## config.mk

```make
export PLATFORM = sky130hd
export DESIGN_NAME = acdr_rx
export DESIGN_NICKNAME = d
export VERILOG_FILES = /design/src/verilog/acdr_pkg.sv /design/src/verilog/acdr_rx.sv
export SDC_FILE = /design/constraint.sdc
export NUM_CORES = 1
export LEC_CHECK = 0
export ABC_AREA = 1
export BUFFER_PORTS_ARGS = -buffer_cell sky130_fd_sc_hd__clkbuf_2
export CORE_MARGIN = 2
export CORE_UTILIZATION = 55
export CTS_BUF_LIST = sky130_fd_sc_hd__clkbuf_16
export DETAILED_ROUTE_END_ITERATION = 8
export PLACE_DENSITY = 0.78
export SYNTH_ARGS = -nofsm -noshare
export SYNTH_HDL_FRONTEND = slang
export SYNTH_SLANG_ARGS = --single-unit
```

## constraint.sdc

```tcl
create_clock -name MCLK -period 3 [get_ports MCLK]
set_input_delay 0.45 -clock MCLK [delete_from_list [all_inputs] [get_ports MCLK]]
set_output_delay 0.45 -clock MCLK [all_outputs]
set_load 0.01 [all_outputs]
```

## src/verilog/acdr_pkg.sv

```systemverilog
// Constants, register map and carrier types of the asynchronous receiver.
// Assumes one system clock and a Wishbone classic register bus.
//
// Overview of operation
// - Oversample sixteen times, or eight in double speed
// - Double speed when double_speed_select is one
// - High-to-low line transition starts start detection
// - Start judged on samples 8-10 or 4-6
// - Majority high start is noise; search again
// - Realign bit timing on every valid start
// - Sixteen or eight sampling states per bit
// - Bit value is majority of three centre samples
// - Recover data, parity and first stop only
// - Low stop bit sets stop_bit_error_flag
// - Accept next start right after stop vote
// - Data plus parity spans five to ten bits
// - Parity checked only when parity_enable set
// - Double speed cuts divisor from sixteen to eight
package acdr_pkg;
	// Register byte offsets
	localparam logic [7:0] ADDR_CTRL = 8'h00;
	localparam logic [7:0] ADDR_BAUD = 8'h04;
	localparam logic [7:0] ADDR_STATUS = 8'h08;
	localparam logic [7:0] ADDR_MASK = 8'h0c;
	localparam logic [7:0] ADDR_DATA = 8'h10;
	localparam logic [7:0] ADDR_STATE = 8'h14;
	// Control register fields
	localparam int CTRL_RX_EN = 0;
	localparam int CTRL_DBL = 1;
	localparam int CTRL_PAR_EN = 2;
	localparam int CTRL_PAR_ODD = 3;
	localparam int CTRL_SIZE_LO = 4;
	localparam logic [6:0] CTRL_RESET = 7'h31;
	// Status and mask bit positions
	localparam int ST_FRAME = 0;
	localparam int ST_STOP_ERR = 1;
	localparam int ST_PAR_ERR = 2;
	localparam int ST_NOISE = 3;
	localparam int ST_WIDTH = 4;
	// Data register fields
	localparam int DATA_STOP_ERR = 9;
	localparam int DATA_PAR_ERR = 10;
	// Baud divisor
	localparam int BAUD_W = 12;
	localparam logic [11:0] BAUD_RESET = 12'h019;
	// Sampling per bit and first voting sample
	localparam logic [4:0] SPB_NORMAL = 5'h10;
	localparam logic [4:0] SPB_DOUBLE = 5'h08;
	localparam logic [4:0] FIRST_VOTE_NORMAL = 5'h08;
	localparam logic [4:0] FIRST_VOTE_DOUBLE = 5'h04;
	localparam logic [4:0] VOTE_SPAN = 5'h02;
	// Character size
	localparam logic [2:0] SIZE_MAX_CODE = 3'h4;
	localparam logic [3:0] SIZE_BASE = 4'h5;

	typedef enum logic [2:0] {
		RX_IDLE = 3'b000,
		RX_START = 3'b001,
		RX_DATA = 3'b010,
		RX_PARITY = 3'b011,
		RX_STOP = 3'b100
	} acdr_state_e;

	typedef struct packed {
		logic [2:0] char_size;
		logic parity_odd_select;
		logic parity_enable;
		logic double_speed_select;
		logic rx_en;
	} acdr_cfg_s;

	typedef struct packed {
		logic par_err;
		logic stop_bit_error_flag;
		logic [8:0] data;
	} acdr_frame_s;
endpackage

```

## src/verilog/acdr_rx.sv

```systemverilog
// Asynchronous receiver clock and data recovery with a Wishbone register file.
// Assumes RXD is asynchronous to MCLK and a classic single-cycle bus master.
//
// The Wishbone register port and the placing of the registers were decided locally.
`timescale 1ns/100ps
`default_nettype none
module acdr_rx (
	// Clock and reset
	input wire logic MCLK,
	input wire logic RESET,
	// Wishbone slave
	input wire logic WB_CYC_I,
	input wire logic WB_STB_I,
	input wire logic WB_WE_I,
	input wire logic [7:0] WB_ADR_I,
	input wire logic [3:0] WB_SEL_I,
	input wire logic [31:0] WB_DAT_I,
	output logic [31:0] WB_DAT_O,
	output logic WB_ACK_O,
	// Serial line and interrupt
	input wire logic RXD,
	output logic IRQ
);
	acdr_pkg::acdr_cfg_s cfg_q;
	acdr_pkg::acdr_frame_s frame_q;
	acdr_pkg::acdr_state_e state_q;
	logic [11:0] baud_divisor_value_q;
	logic [11:0] baud_cnt_q;
	logic tick_q;
	logic rxd_meta_q;
	logic rxd_sync_q;
	logic prev_q;
	logic [4:0] samp_q;
	logic [4:0] samp_d;
	logic [1:0] vote_q;
	logic [3:0] bit_cnt_q;
	logic [8:0] shreg_q;
	logic par_acc_q;
	logic par_bit_q;
	logic [3:0] status_q;
	logic [3:0] mask_q;
	logic [4:0] spb;
	logic [4:0] first_vote;
	logic [3:0] nbits;
	logic vote_now;
	logic bit_val;
	logic start_det;
	logic set_frame;
	logic set_stop_err;
	logic set_par_err;
	logic set_noise;
	logic par_err;
	logic bus_req;
	logic bus_wr;
	logic [3:0] status_clr;

	// Two-flop synchroniser on the serial line
	always_ff @(posedge MCLK) begin
		if (RESET) begin
			rxd_meta_q <= 1'b1;
			rxd_sync_q <= 1'b1;
		end else begin
			rxd_meta_q <= RXD;
			rxd_sync_q <= rxd_meta_q;
		end
	end

	// Sample enable from the baud divisor
	always_ff @(posedge MCLK) begin
		if (RESET) begin
			baud_cnt_q <= '0;
			tick_q <= 1'b0;
		end else begin
			tick_q <= (baud_cnt_q == '0);
			if (baud_cnt_q == '0) begin
				baud_cnt_q <= baud_divisor_value_q;
			end else begin
				baud_cnt_q <= baud_cnt_q - 12'h001;
			end
		end
	end

	// Mode dependent sampling figures
	always_comb begin
		if (cfg_q.double_speed_select) begin
			spb = acdr_pkg::SPB_DOUBLE;
			first_vote = acdr_pkg::FIRST_VOTE_DOUBLE;
		end else begin
			spb = acdr_pkg::SPB_NORMAL;
			first_vote = acdr_pkg::FIRST_VOTE_NORMAL;
		end
		if (cfg_q.char_size > acdr_pkg::SIZE_MAX_CODE) begin
			nbits = acdr_pkg::SIZE_BASE + {1'b0, acdr_pkg::SIZE_MAX_CODE};
		end else begin
			nbits = acdr_pkg::SIZE_BASE + {1'b0, cfg_q.char_size};
		end
	end

	// Sample numbering, voting moment and majority
	always_comb begin
		samp_d = (samp_q == spb) ? 5'h01 : samp_q + 5'h01;
		vote_now = tick_q && (state_q != acdr_pkg::RX_IDLE) && (samp_d == first_vote + acdr_pkg::VOTE_SPAN);
		bit_val = (vote_q[1] & vote_q[0]) | (vote_q[1] & rxd_sync_q) | (vote_q[0] & rxd_sync_q);
		start_det = tick_q && cfg_q.rx_en && (state_q == acdr_pkg::RX_IDLE) && prev_q && !rxd_sync_q;
		par_err = cfg_q.parity_enable && ((par_acc_q ^ par_bit_q) != cfg_q.parity_odd_select);
		set_noise = vote_now && (state_q == acdr_pkg::RX_START) && bit_val;
		set_frame = vote_now && (state_q == acdr_pkg::RX_STOP);
		set_stop_err = set_frame && !bit_val;
		set_par_err = set_frame && par_err;
	end

	// Receive state machine
	always_ff @(posedge MCLK) begin
		if (RESET) begin
			state_q <= acdr_pkg::RX_IDLE;
		end else if (!cfg_q.rx_en) begin
			state_q <= acdr_pkg::RX_IDLE;
		end else if (start_det) begin
			state_q <= acdr_pkg::RX_START;
		end else if (vote_now) begin
			case (state_q)
				acdr_pkg::RX_START: begin
					state_q <= bit_val ? acdr_pkg::RX_IDLE : acdr_pkg::RX_DATA;
				end
				acdr_pkg::RX_DATA: begin
					if (bit_cnt_q == nbits - 4'h1) begin
						state_q <= cfg_q.parity_enable ? acdr_pkg::RX_PARITY : acdr_pkg::RX_STOP;
					end
				end
				acdr_pkg::RX_PARITY: begin
					state_q <= acdr_pkg::RX_STOP;
				end
				acdr_pkg::RX_STOP: begin
					state_q <= acdr_pkg::RX_IDLE;
				end
				default: begin
					state_q <= acdr_pkg::RX_IDLE;
				end
			endcase
		end
	end

	// Sample counter, vote history and previous sample
	always_ff @(posedge MCLK) begin
		if (RESET) begin
			samp_q <= '0;
			vote_q <= '0;
			prev_q <= 1'b1;
		end else if (tick_q) begin
			prev_q <= rxd_sync_q;
			if (start_det) begin
				samp_q <= 5'h01;
			end else if (state_q != acdr_pkg::RX_IDLE) begin
				samp_q <= samp_d;
				if (samp_d >= first_vote && samp_d < first_vote + acdr_pkg::VOTE_SPAN) begin
					vote_q <= {vote_q[0], rxd_sync_q};
				end
			end
		end
	end

	// Data shift register and parity accumulation
	always_ff @(posedge MCLK) begin
		if (RESET) begin
			bit_cnt_q <= '0;
			shreg_q <= '0;
			par_acc_q <= 1'b0;
			par_bit_q <= 1'b0;
		end else if (start_det) begin
			bit_cnt_q <= '0;
			shreg_q <= '0;
			par_acc_q <= 1'b0;
			par_bit_q <= 1'b0;
		end else if (vote_now && state_q == acdr_pkg::RX_DATA) begin
			shreg_q[bit_cnt_q] <= bit_val;
			par_acc_q <= par_acc_q ^ bit_val;
			bit_cnt_q <= bit_cnt_q + 4'h1;
		end else if (vote_now && state_q == acdr_pkg::RX_PARITY) begin
			par_bit_q <= bit_val;
		end
	end

	// Received frame holding register
	always_ff @(posedge MCLK) begin
		if (RESET) begin
			frame_q <= '0;
		end else if (set_frame) begin
			frame_q.data <= shreg_q;
			frame_q.stop_bit_error_flag <= !bit_val;
			frame_q.par_err <= par_err;
		end
	end

	// Bus handshake
	always_comb begin
		bus_req = WB_CYC_I && WB_STB_I;
		bus_wr = bus_req && WB_WE_I && WB_ACK_O && WB_SEL_I[0];
		status_clr = '0;
		if (bus_wr && WB_ADR_I == acdr_pkg::ADDR_STATUS) begin
			status_clr = WB_DAT_I[3:0];
		end
	end

	always_ff @(posedge MCLK) begin
		if (RESET) begin
			WB_ACK_O <= 1'b0;
		end else begin
			WB_ACK_O <= bus_req && !WB_ACK_O;
		end
	end

	// Configuration registers
	always_ff @(posedge MCLK) begin
		if (RESET) begin
			cfg_q <= acdr_pkg::CTRL_RESET;
			baud_divisor_value_q <= acdr_pkg::BAUD_RESET;
			mask_q <= '0;
		end else if (bus_wr) begin
			case (WB_ADR_I)
				acdr_pkg::ADDR_CTRL: begin
					cfg_q <= WB_DAT_I[6:0];
				end
				acdr_pkg::ADDR_BAUD: begin
					if (WB_SEL_I[1]) begin
						baud_divisor_value_q <= WB_DAT_I[11:0];
					end else begin
						baud_divisor_value_q[7:0] <= WB_DAT_I[7:0];
					end
				end
				acdr_pkg::ADDR_MASK: begin
					mask_q <= WB_DAT_I[3:0];
				end
				default: begin
					mask_q <= mask_q;
				end
			endcase
		end
	end

	// Sticky status, set wins over a write-one clear
	always_ff @(posedge MCLK) begin
		if (RESET) begin
			status_q <= '0;
		end else begin
			status_q[acdr_pkg::ST_FRAME] <= set_frame
				|| (status_q[acdr_pkg::ST_FRAME] && !status_clr[acdr_pkg::ST_FRAME]);
			status_q[acdr_pkg::ST_STOP_ERR] <= set_stop_err
				|| (status_q[acdr_pkg::ST_STOP_ERR] && !status_clr[acdr_pkg::ST_STOP_ERR]);
			status_q[acdr_pkg::ST_PAR_ERR] <= set_par_err
				|| (status_q[acdr_pkg::ST_PAR_ERR] && !status_clr[acdr_pkg::ST_PAR_ERR]);
			status_q[acdr_pkg::ST_NOISE] <= set_noise
				|| (status_q[acdr_pkg::ST_NOISE] && !status_clr[acdr_pkg::ST_NOISE]);
		end
	end

	// Interrupt output
	always_ff @(posedge MCLK) begin
		if (RESET) begin
			IRQ <= 1'b0;
		end else begin
			IRQ <= |(status_q & mask_q);
		end
	end

	// Read data, captured on the request cycle and shown with ack
	always_ff @(posedge MCLK) begin
		if (RESET) begin
			WB_DAT_O <= '0;
		end else if (bus_req && !WB_ACK_O) begin
			case (WB_ADR_I)
				acdr_pkg::ADDR_CTRL: begin
					WB_DAT_O <= {25'h0, cfg_q};
				end
				acdr_pkg::ADDR_BAUD: begin
					WB_DAT_O <= {20'h00000, baud_divisor_value_q};
				end
				acdr_pkg::ADDR_STATUS: begin
					WB_DAT_O <= {28'h0000000, status_q};
				end
				acdr_pkg::ADDR_MASK: begin
					WB_DAT_O <= {28'h0000000, mask_q};
				end
				acdr_pkg::ADDR_DATA: begin
					WB_DAT_O <= {21'h0, frame_q};
				end
				acdr_pkg::ADDR_STATE: begin
					WB_DAT_O <= {20'h00000, bit_cnt_q, samp_q, state_q};
				end
				default: begin
					WB_DAT_O <= '0;
				end
			endcase
		end
	end

	// Checks
	a_sync_two_flops: assert property (@(posedge MCLK) disable iff (RESET)
		##2 (rxd_sync_q == $past(RXD, 2)))
		else $error("line synchroniser is not two flops deep");

	a_speed_select: assert property (@(posedge MCLK) disable iff (RESET)
		(tick_q && state_q != acdr_pkg::RX_IDLE && !start_det
		&& samp_q == (cfg_q.double_speed_select ? 5'h08 : 5'h10)) |=> (samp_q == 5'h01))
		else $error("bit period does not follow speed select");

	a_sample_range: assert property (@(posedge MCLK) disable iff (RESET)
		(state_q != acdr_pkg::RX_IDLE) |-> (samp_q >= 5'h01 && samp_q <= spb))
		else $error("sample number outside one bit");

	a_start_entry: assert property (@(posedge MCLK) disable iff (RESET)
		(tick_q && cfg_q.rx_en && state_q == acdr_pkg::RX_IDLE && prev_q && !rxd_sync_q)
		|=> (state_q == acdr_pkg::RX_START && samp_q == 5'h01))
		else $error("falling edge did not start detection");

	a_start_vote_point: assert property (@(posedge MCLK) disable iff (RESET)
		(vote_now && state_q == acdr_pkg::RX_START)
		|-> (samp_d == (cfg_q.double_speed_select ? 5'h06 : 5'h0a)))
		else $error("start vote at wrong sample");

	a_noise_reject: assert property (@(posedge MCLK) disable iff (RESET)
		(cfg_q.rx_en && vote_now && state_q == acdr_pkg::RX_START && bit_val)
		|=> (state_q == acdr_pkg::RX_IDLE && status_q[acdr_pkg::ST_NOISE]))
		else $error("noisy start not rejected");

	a_stop_error: assert property (@(posedge MCLK) disable iff (RESET)
		(set_frame && !bit_val) |=> (frame_q.stop_bit_error_flag && status_q[acdr_pkg::ST_STOP_ERR]))
		else $error("low stop bit did not flag an error");

	a_early_restart: assert property (@(posedge MCLK) disable iff (RESET)
		(cfg_q.rx_en && set_frame) |=> (state_q == acdr_pkg::RX_IDLE))
		else $error("receiver waits past stop vote");

	a_parity_off: assert property (@(posedge MCLK) disable iff (RESET)
		(set_frame && !cfg_q.parity_enable) |=> !frame_q.par_err)
		else $error("parity error flagged while parity disabled");

	a_irq_follows: assert property (@(posedge MCLK) disable iff (RESET)
		(|(status_q & mask_q)) |=> IRQ)
		else $error("interrupt missing for masked status");

	a_irq_quiet: assert property (@(posedge MCLK) disable iff (RESET)
		!(|(status_q & mask_q)) |=> !IRQ)
		else $error("interrupt raised without masked status");

	a_ack_single: assert property (@(posedge MCLK) disable iff (RESET)
		WB_ACK_O |=> !WB_ACK_O)
		else $error("ack held longer than one cycle");
endmodule
`default_nettype wire

```

# Word-level counts from Yosys, hierarchy flattened
# Index checks and enable logic that the tools add are counted.
# classes
magnitude_cmp	5
bitwise	11
mux	18
eq_ne	15
n_reduce_logical	56
addsub	6
# op_table
cell	count
one-hot mux 12 bit (6 select lines)	1
logical AND 1 bit	26
two-way mux 5 bit	4
equality test 8 x 4 -> 1 bit (second input constant)	2
equality test 8 x 5 -> 1 bit (second input constant)	2
AND reduction 2 bit	7
logical NOT 12 bit	1
two-way mux 12 bit	1
two-way mux 4 bit	3
subtractor 12 x 1 -> 12 bit (second input constant)	1
equality test 5 bit	2
bitwise mux 9 bit	1
one-hot mux 3 bit (3 select lines)	1
equality test 8 x 3 -> 1 bit (second input constant)	1
logical NOT 8 bit	1
logical NOT 1 bit	7
equality test 3 x 2 -> 1 bit (second input constant)	2
two-way mux 3 bit	2
adder 5 x 1 -> 5 bit (second input constant)	1
adder 5 x 2 -> 5 bit (second input constant)	1
>= comparator 5 bit	1
less-than comparator 4 x 5 -> 1 bit (second input constant)	1
less-than comparator 5 bit	1
adder 3 x 3 -> 4 bit (first input constant)	1
other kinds (27)	40
# totals
register_bits	113
elab_cells	139

# Logic depth before layout (Yosys ltp)
# depth
depth_word	9
mapped_depth	18
ltp_nobuf	18

# Worst setup path before layout
# OpenSTA, ideal clock, no wires.
# synth_path
path_type	reg2reg
start	register samp_q[0]
end	register shreg_q[7]
stages_incl_launch_ff	14
setup_ns	0.132
period_less_slack_ns	2.288
path_buffers	1
arrival_ns	2.156
required_time_ns	2.868
path_slack_ns	0.712
path_cell_list	dfxtp_1 > ha_1 > or2_2 > nand3_1 > inv_1 > ha_1 > nand2_1 > nor2_2 > nand3_2 > nor2_4 > buf_2 > nand3_1 > nand2_1 > a21oi_1
# synth_between
elab_chain_cells	5
elab_cells_between_ends	6
classes_between	1 x add/sub; 2 x eq/ne; 1 x mux; 2 x reduce/logical
# synth_rtl
element	line_no	source
start: declaration	acdr_rx.sv:33	logic [4:0] samp_q;
start signal: assignment	acdr_rx.sv:154	samp_q <= samp_d;
adder 5 x 1 -> 5 bit or equality test 5 bit (tied branches)	acdr_rx.sv:101	samp_d = (samp_q == spb) ? 5'h01 : samp_q + 5'h01;
two-way mux 5 bit *	acdr_rx.sv:101	
equality test 5 bit *	acdr_rx.sv:102	vote_now = tick_q && (state_q != acdr_pkg::RX_IDLE) && (samp_d == first_vote + acdr_pkg::VOTE_SPAN);
logical AND 1 bit *	acdr_rx.sv:102	
logical AND 1 bit *	acdr_rx.sv:174	end else if (vote_now && state_q == acdr_pkg::RX_DATA) begin
end signal: indexed assignment	acdr_rx.sv:175	shreg_q[bit_cnt_q] <= bit_val;
end: declaration	acdr_rx.sv:37	logic [8:0] shreg_q;
# Mark *: on every way between the ends. The rest lies on a longest branch, timed or not.
# A chain may end at the register's enable or synchronous reset.

# Final worst setup path
# layout_path
start	register samp_q[0]
end	register frame_q[10] (netlist name)
# layout_between
elab_chain_cells	5
elab_cells_between_ends	6
classes_between	1 x add/sub; 2 x eq/ne; 1 x mux; 2 x reduce/logical
# layout_rtl
element	line_no	source
adder 5 x 1 -> 5 bit or equality test 5 bit (tied branches)	acdr_rx.sv:101	
two-way mux 5 bit *	acdr_rx.sv:101	
equality test 5 bit *	acdr_rx.sv:102	
logical AND 1 bit *	acdr_rx.sv:102	
logical AND 1 bit *	acdr_rx.sv:107	set_frame = vote_now && (state_q == acdr_pkg::RX_STOP);
end: declaration	acdr_rx.sv:25	acdr_pkg::acdr_frame_s frame_q;
# Marks and branches as above.

==> impl_metrics.json <==
{
  "holdBufCountCts": 0,
  "yosysWarningCount": 0,
  "grt_remaining_overflow": 0,
  "setup.worst_path.start_class": "flip-flop",
  "post_syn_instances": 716,
  "synth_adder_area_share_pct": 3.820,
  "synth_edf_count": 0,
  "hold_path_class": "in -> reg",
  "via_total_after_detailed_routing": 4761,
  "synth-compound-area-share_pct": 16.73,
  "vdd.ir_drop.worst_mv": 0.3345,
  "post-route-period-util_pct": 87.84,
  "synthTopCellsByArea": "sky130_fd_sc_hd__dfxtp_1, sky130_fd_sc_hd__nand2_1, sky130_fd_sc_hd__a21oi_1",
  "worst_slew_margin_rel_pct": 46.93,
  "clock_power_share_pct": 39.5,
  "sw_ratio_pct": 27.66,
  "static_power_due_to_leakage_nw": 2.409,
  "drt_iter0_markers": 295,
  "final_antenna_net_count": 0,
  "yosys.area_share.simple_pct": 27.81,
  "largest_family_of_logic_cells_by_synthesized_area": "simple AND/OR/NAND/NOR gates",
  "clkLatencyLatePin_ns": 0.34,
  "run_status": "finished clean",
  "initial_core_utilization_pct": 56.62,
  "synth-main-ff-cell": "sky130_fd_sc_hd__dfxtp_1",
  "dieHeight_um": 98.52,
  "cts_max_level": 3,
  "met3RoutedLength_um": 982,
  "synth_async_sr_flop_share_pct": 0,
  "max_clock_freq_mhz": 379.5,
  "post-synth-top-area-fraction_pct": 37.89,
  "postLayoutSetupSlackWorst_ns": 0.3647,
  "endpoint_kind": "flip-flop",
  "detailedRoute.firstPassIterationCount": 7,
  "syn-cell-area_sq_mm": 0.004913,
  "die_w_um": 98.52,
  "timing_hold_violations_final": 0,
  "yosysSeqAreaShare_pct": 37.89,
  "utilization_pct": 62.36,
  "m1WireLength_um": 5124,
  "timing_worst_setup_path_type": "reg -> reg",
  "ctsResizeCount": 0,
  "power.combinational.fraction_pct": 14.3,
  "critical_path_arrival_ns": 2.90,
  "detail_route.vias_per_cell": 5.517,
  "unrepaired_setup_endpoints_after_global_routing": "no",
  "boundaryPins": 84,
  "synthDominantAreaCellType": "sky130_fd_sc_hd__dfxtp_1",
  "route.final.wire_length_um": 11970,
  "total_switching_power_w": 0.0007988,
  "cellPowerDensity_mw_per_mm2": 533.7,
  "synthesis.area_per_instance_sq_um": 6.862,
  "finalNetCount": 815,
  "crit_required_ns": 3.26,
  "tightestPinTransition_ns": 0.7931,
  "tritoncts": "built",
  "met2RoutedLength_um": 5544,
  "grt_util_all_layers_pct": 25.68,
  "path_clk_slew_ns": 0.07,
  "muxShareOfSynthArea_pct": 0,
  "numCtsBuffers": 9,
  "n_antenna_cell": 0,
  "count_of_different_cell_masters_after_synthesis": 36,
  "cts-root-to-sink-buffers": 2,
  "port_buffers": 41,
  "setup_total_negative_slack_ns": 0,
  "postSynthRegisterBits": 93,
  "preCtsSetupSlack_ns": 0.3745,
  "synth-xor-area-share_pct": 1.426,
  "number_of_buffers_inserted_to_repair_setup_after_cts": 0,
  "core.rowCount": 34,
  "internal_power_w": 0.002089,
  "placeableCoreArea_sq_mm": 0.008678,
  "period_minus_slack_ns": 2.635,
  "worst_clock_skew_ns": 0.01089,
  "route.detailed.wl_per_inst_um": 13.87,
  "critPathMaxFanout": 11,
  "power_frac_seq_pct": 46.2,
  "grt_max_degree": 46,
  "number_of_global_route_vias_before_repair": 4358,
  "finalHoldWorstSlack_ns": 0.3292,
  "routabilityCongestion": 0.9231,
  "filler_cell_count": 794,
  "post-dp-hpwl_um": 8949,
  "drive_above_1_share_pct": 11.13,
  "clock_tree.root_cell": "sky130_fd_sc_hd__clkbuf_16",
  "finalSetupViolCount": 0,
  "floorplan.die_area_sq_mm": 0.009705,
  "maxSlewViolCount": 0,
  "remaining_drc_errors": 0,
  "cts.sink_count": 93,
  "cap_viol_max_count": 0,
  "grt_pass1_wl_um": 20290,
  "top_layer_used": "met4",
  "number_of_antenna_violations_at_the_first_check_in_global_routing": 0,
  "area_growth_pct": 10.13
}
==> routing by layer <==
layer  GRT usage (%)  up-vias
li1                -     2376
met1           34.46     2143
met2           41.44      215
met3           3.688       27
met4           11.17        0
met5               0        -
==> final cells by class <==
| cell class | instances | area (sq um) | share of cell area (%) |
|---|---|---|---|
| Multi-Input combinational cell | 509 | 2521 | 46.59 |
| Clock buffer | 9 | 225.2 | 4.162 |
| Timing Repair Buffer | 49 | 265.3 | 4.902 |
| Sequential cell | 93 | 1862 | 34.40 |
| Inverter | 88 | 330.3 | 6.104 |
| Clock inverter | 7 | 72.57 | 1.341 |
| Tap cell | 108 | 135.1 | 2.497 |
==> critical path, cell delays in order, from the launching register on <==
cell	delay, ns
sky130_fd_sc_hd__dfxtp_1	0.40
sky130_fd_sc_hd__ha_1	0.28
sky130_fd_sc_hd__or2_2	0.28
sky130_fd_sc_hd__nand3_1	0.13
sky130_fd_sc_hd__inv_1	0.06
sky130_fd_sc_hd__ha_1	0.28
sky130_fd_sc_hd__nand2_1	0.08
sky130_fd_sc_hd__nor2_2	0.12
sky130_fd_sc_hd__nand3_2	0.08
sky130_fd_sc_hd__nor2_4	0.30
sky130_fd_sc_hd__buf_4	0.23
sky130_fd_sc_hd__nand4_1	0.14
sky130_fd_sc_hd__a21oi_1	0.18
==> cell usage after synthesis, drive strengths merged, types with 5 or more instances <==
| library cell | n |
|---|---|
| buf | 30 |
| dfxtp | 93 |
| ha | 15 |
| nand4 | 20 |
| clkbuf | 15 |
| or2 | 5 |
| nor2 | 71 |
| o211ai | 6 |
| xor2 | 6 |
| a31oi | 5 |
| nor3 | 13 |
| inv | 87 |
| nand2 | 149 |
| a21oi | 66 |
| o21ai | 68 |
| nand3 | 51 |
==> stage by stage <==
stage	instance area, sq um	power, W	cells
final	5411	0.002888	863
after global placement	5114	0.001760	847
after CTS	5411	0.002899	863
after detailed placement	5114	0.001771	847
after floorplan	4985	0.001692	735
after global routing	5411	0.003031	863
==> placed cells by master, fill, tap and decap left out, types with 5 or more instances in the layout <==
master / n
sky130_fd_sc_hd__ha_1: 15
sky130_fd_sc_hd__conb_1: 20
sky130_fd_sc_hd__nand2_1: 145
sky130_fd_sc_hd__xor2_1: 6
sky130_fd_sc_hd__o211ai_1: 6
sky130_fd_sc_hd__o21ai_0: 66
sky130_fd_sc_hd__nor3_1: 12
sky130_fd_sc_hd__clkbuf_16: 9
sky130_fd_sc_hd__nand4_1: 20
sky130_fd_sc_hd__nand3_1: 49
sky130_fd_sc_hd__buf_4: 8
sky130_fd_sc_hd__or2_2: 5
sky130_fd_sc_hd__a31oi_1: 5
sky130_fd_sc_hd__nor2_1: 68
sky130_fd_sc_hd__a21oi_1: 66
sky130_fd_sc_hd__dfxtp_1: 93
sky130_fd_sc_hd__clkbuf_2: 41
sky130_fd_sc_hd__inv_1: 83
==> kinds of logic (layout without fill, tap and decap cells) <==
group,Yosys count,after routing
buffers and inverters,133,153
AO/OA/AOI/OAI,155,155
XOR/XNOR,8,8
flip-flops,93,93
other,1,20
adder cells (fa/ha/maj),15,15
AND/OR/NAND/NOR,311,311
==> power groups by stage <==
stage / sequential [W] / clock, W / combinational (W)
3_3_place_gp: 0.00136 / 0 / 0.000401
3_5_place_dp: 0.00136 / 0 / 0.000410
4_1_cts: 0.00133 / 0.00115 / 0.000413
2_1_floorplan: 0.00135 / 0 / 0.000341
6_report: 0.00133 / 0.00114 / 0.000414
5_1_grt: 0.00134 / 0.00121 / 0.000482
==> final timing paths <==
path	start	to	slack, ns	cells past startpoint
max	samp_q[0]	frame_q[10]	0.36	12
min	RXD	rxd_meta_q	0.33	2
max reg2reg	samp_q[0]	frame_q[10]	0.36	12
min reg2reg	baud_cnt_q[0]	baud_cnt_q[0]	0.43	1
==> state kept, by name, indices dropped and copies added (netlist names) <==
signal / flops
par_acc_q: 1
state_q: 3
IRQ: 1
WB_ACK_O: 1
rxd_sync_q: 1
tick_q: 1
samp_q: 5
WB_DAT_O: 12
frame_q: 11
mask_q: 4
par_bit_q: 1
prev_q: 1
baud_cnt_q: 12
vote_q: 2
bit_cnt_q: 4
baud_divisor_value_q: 12
rxd_meta_q: 1
cfg_q: 7
status_q: 4
shreg_q: 9
Power figures use the tool's default switching activity.
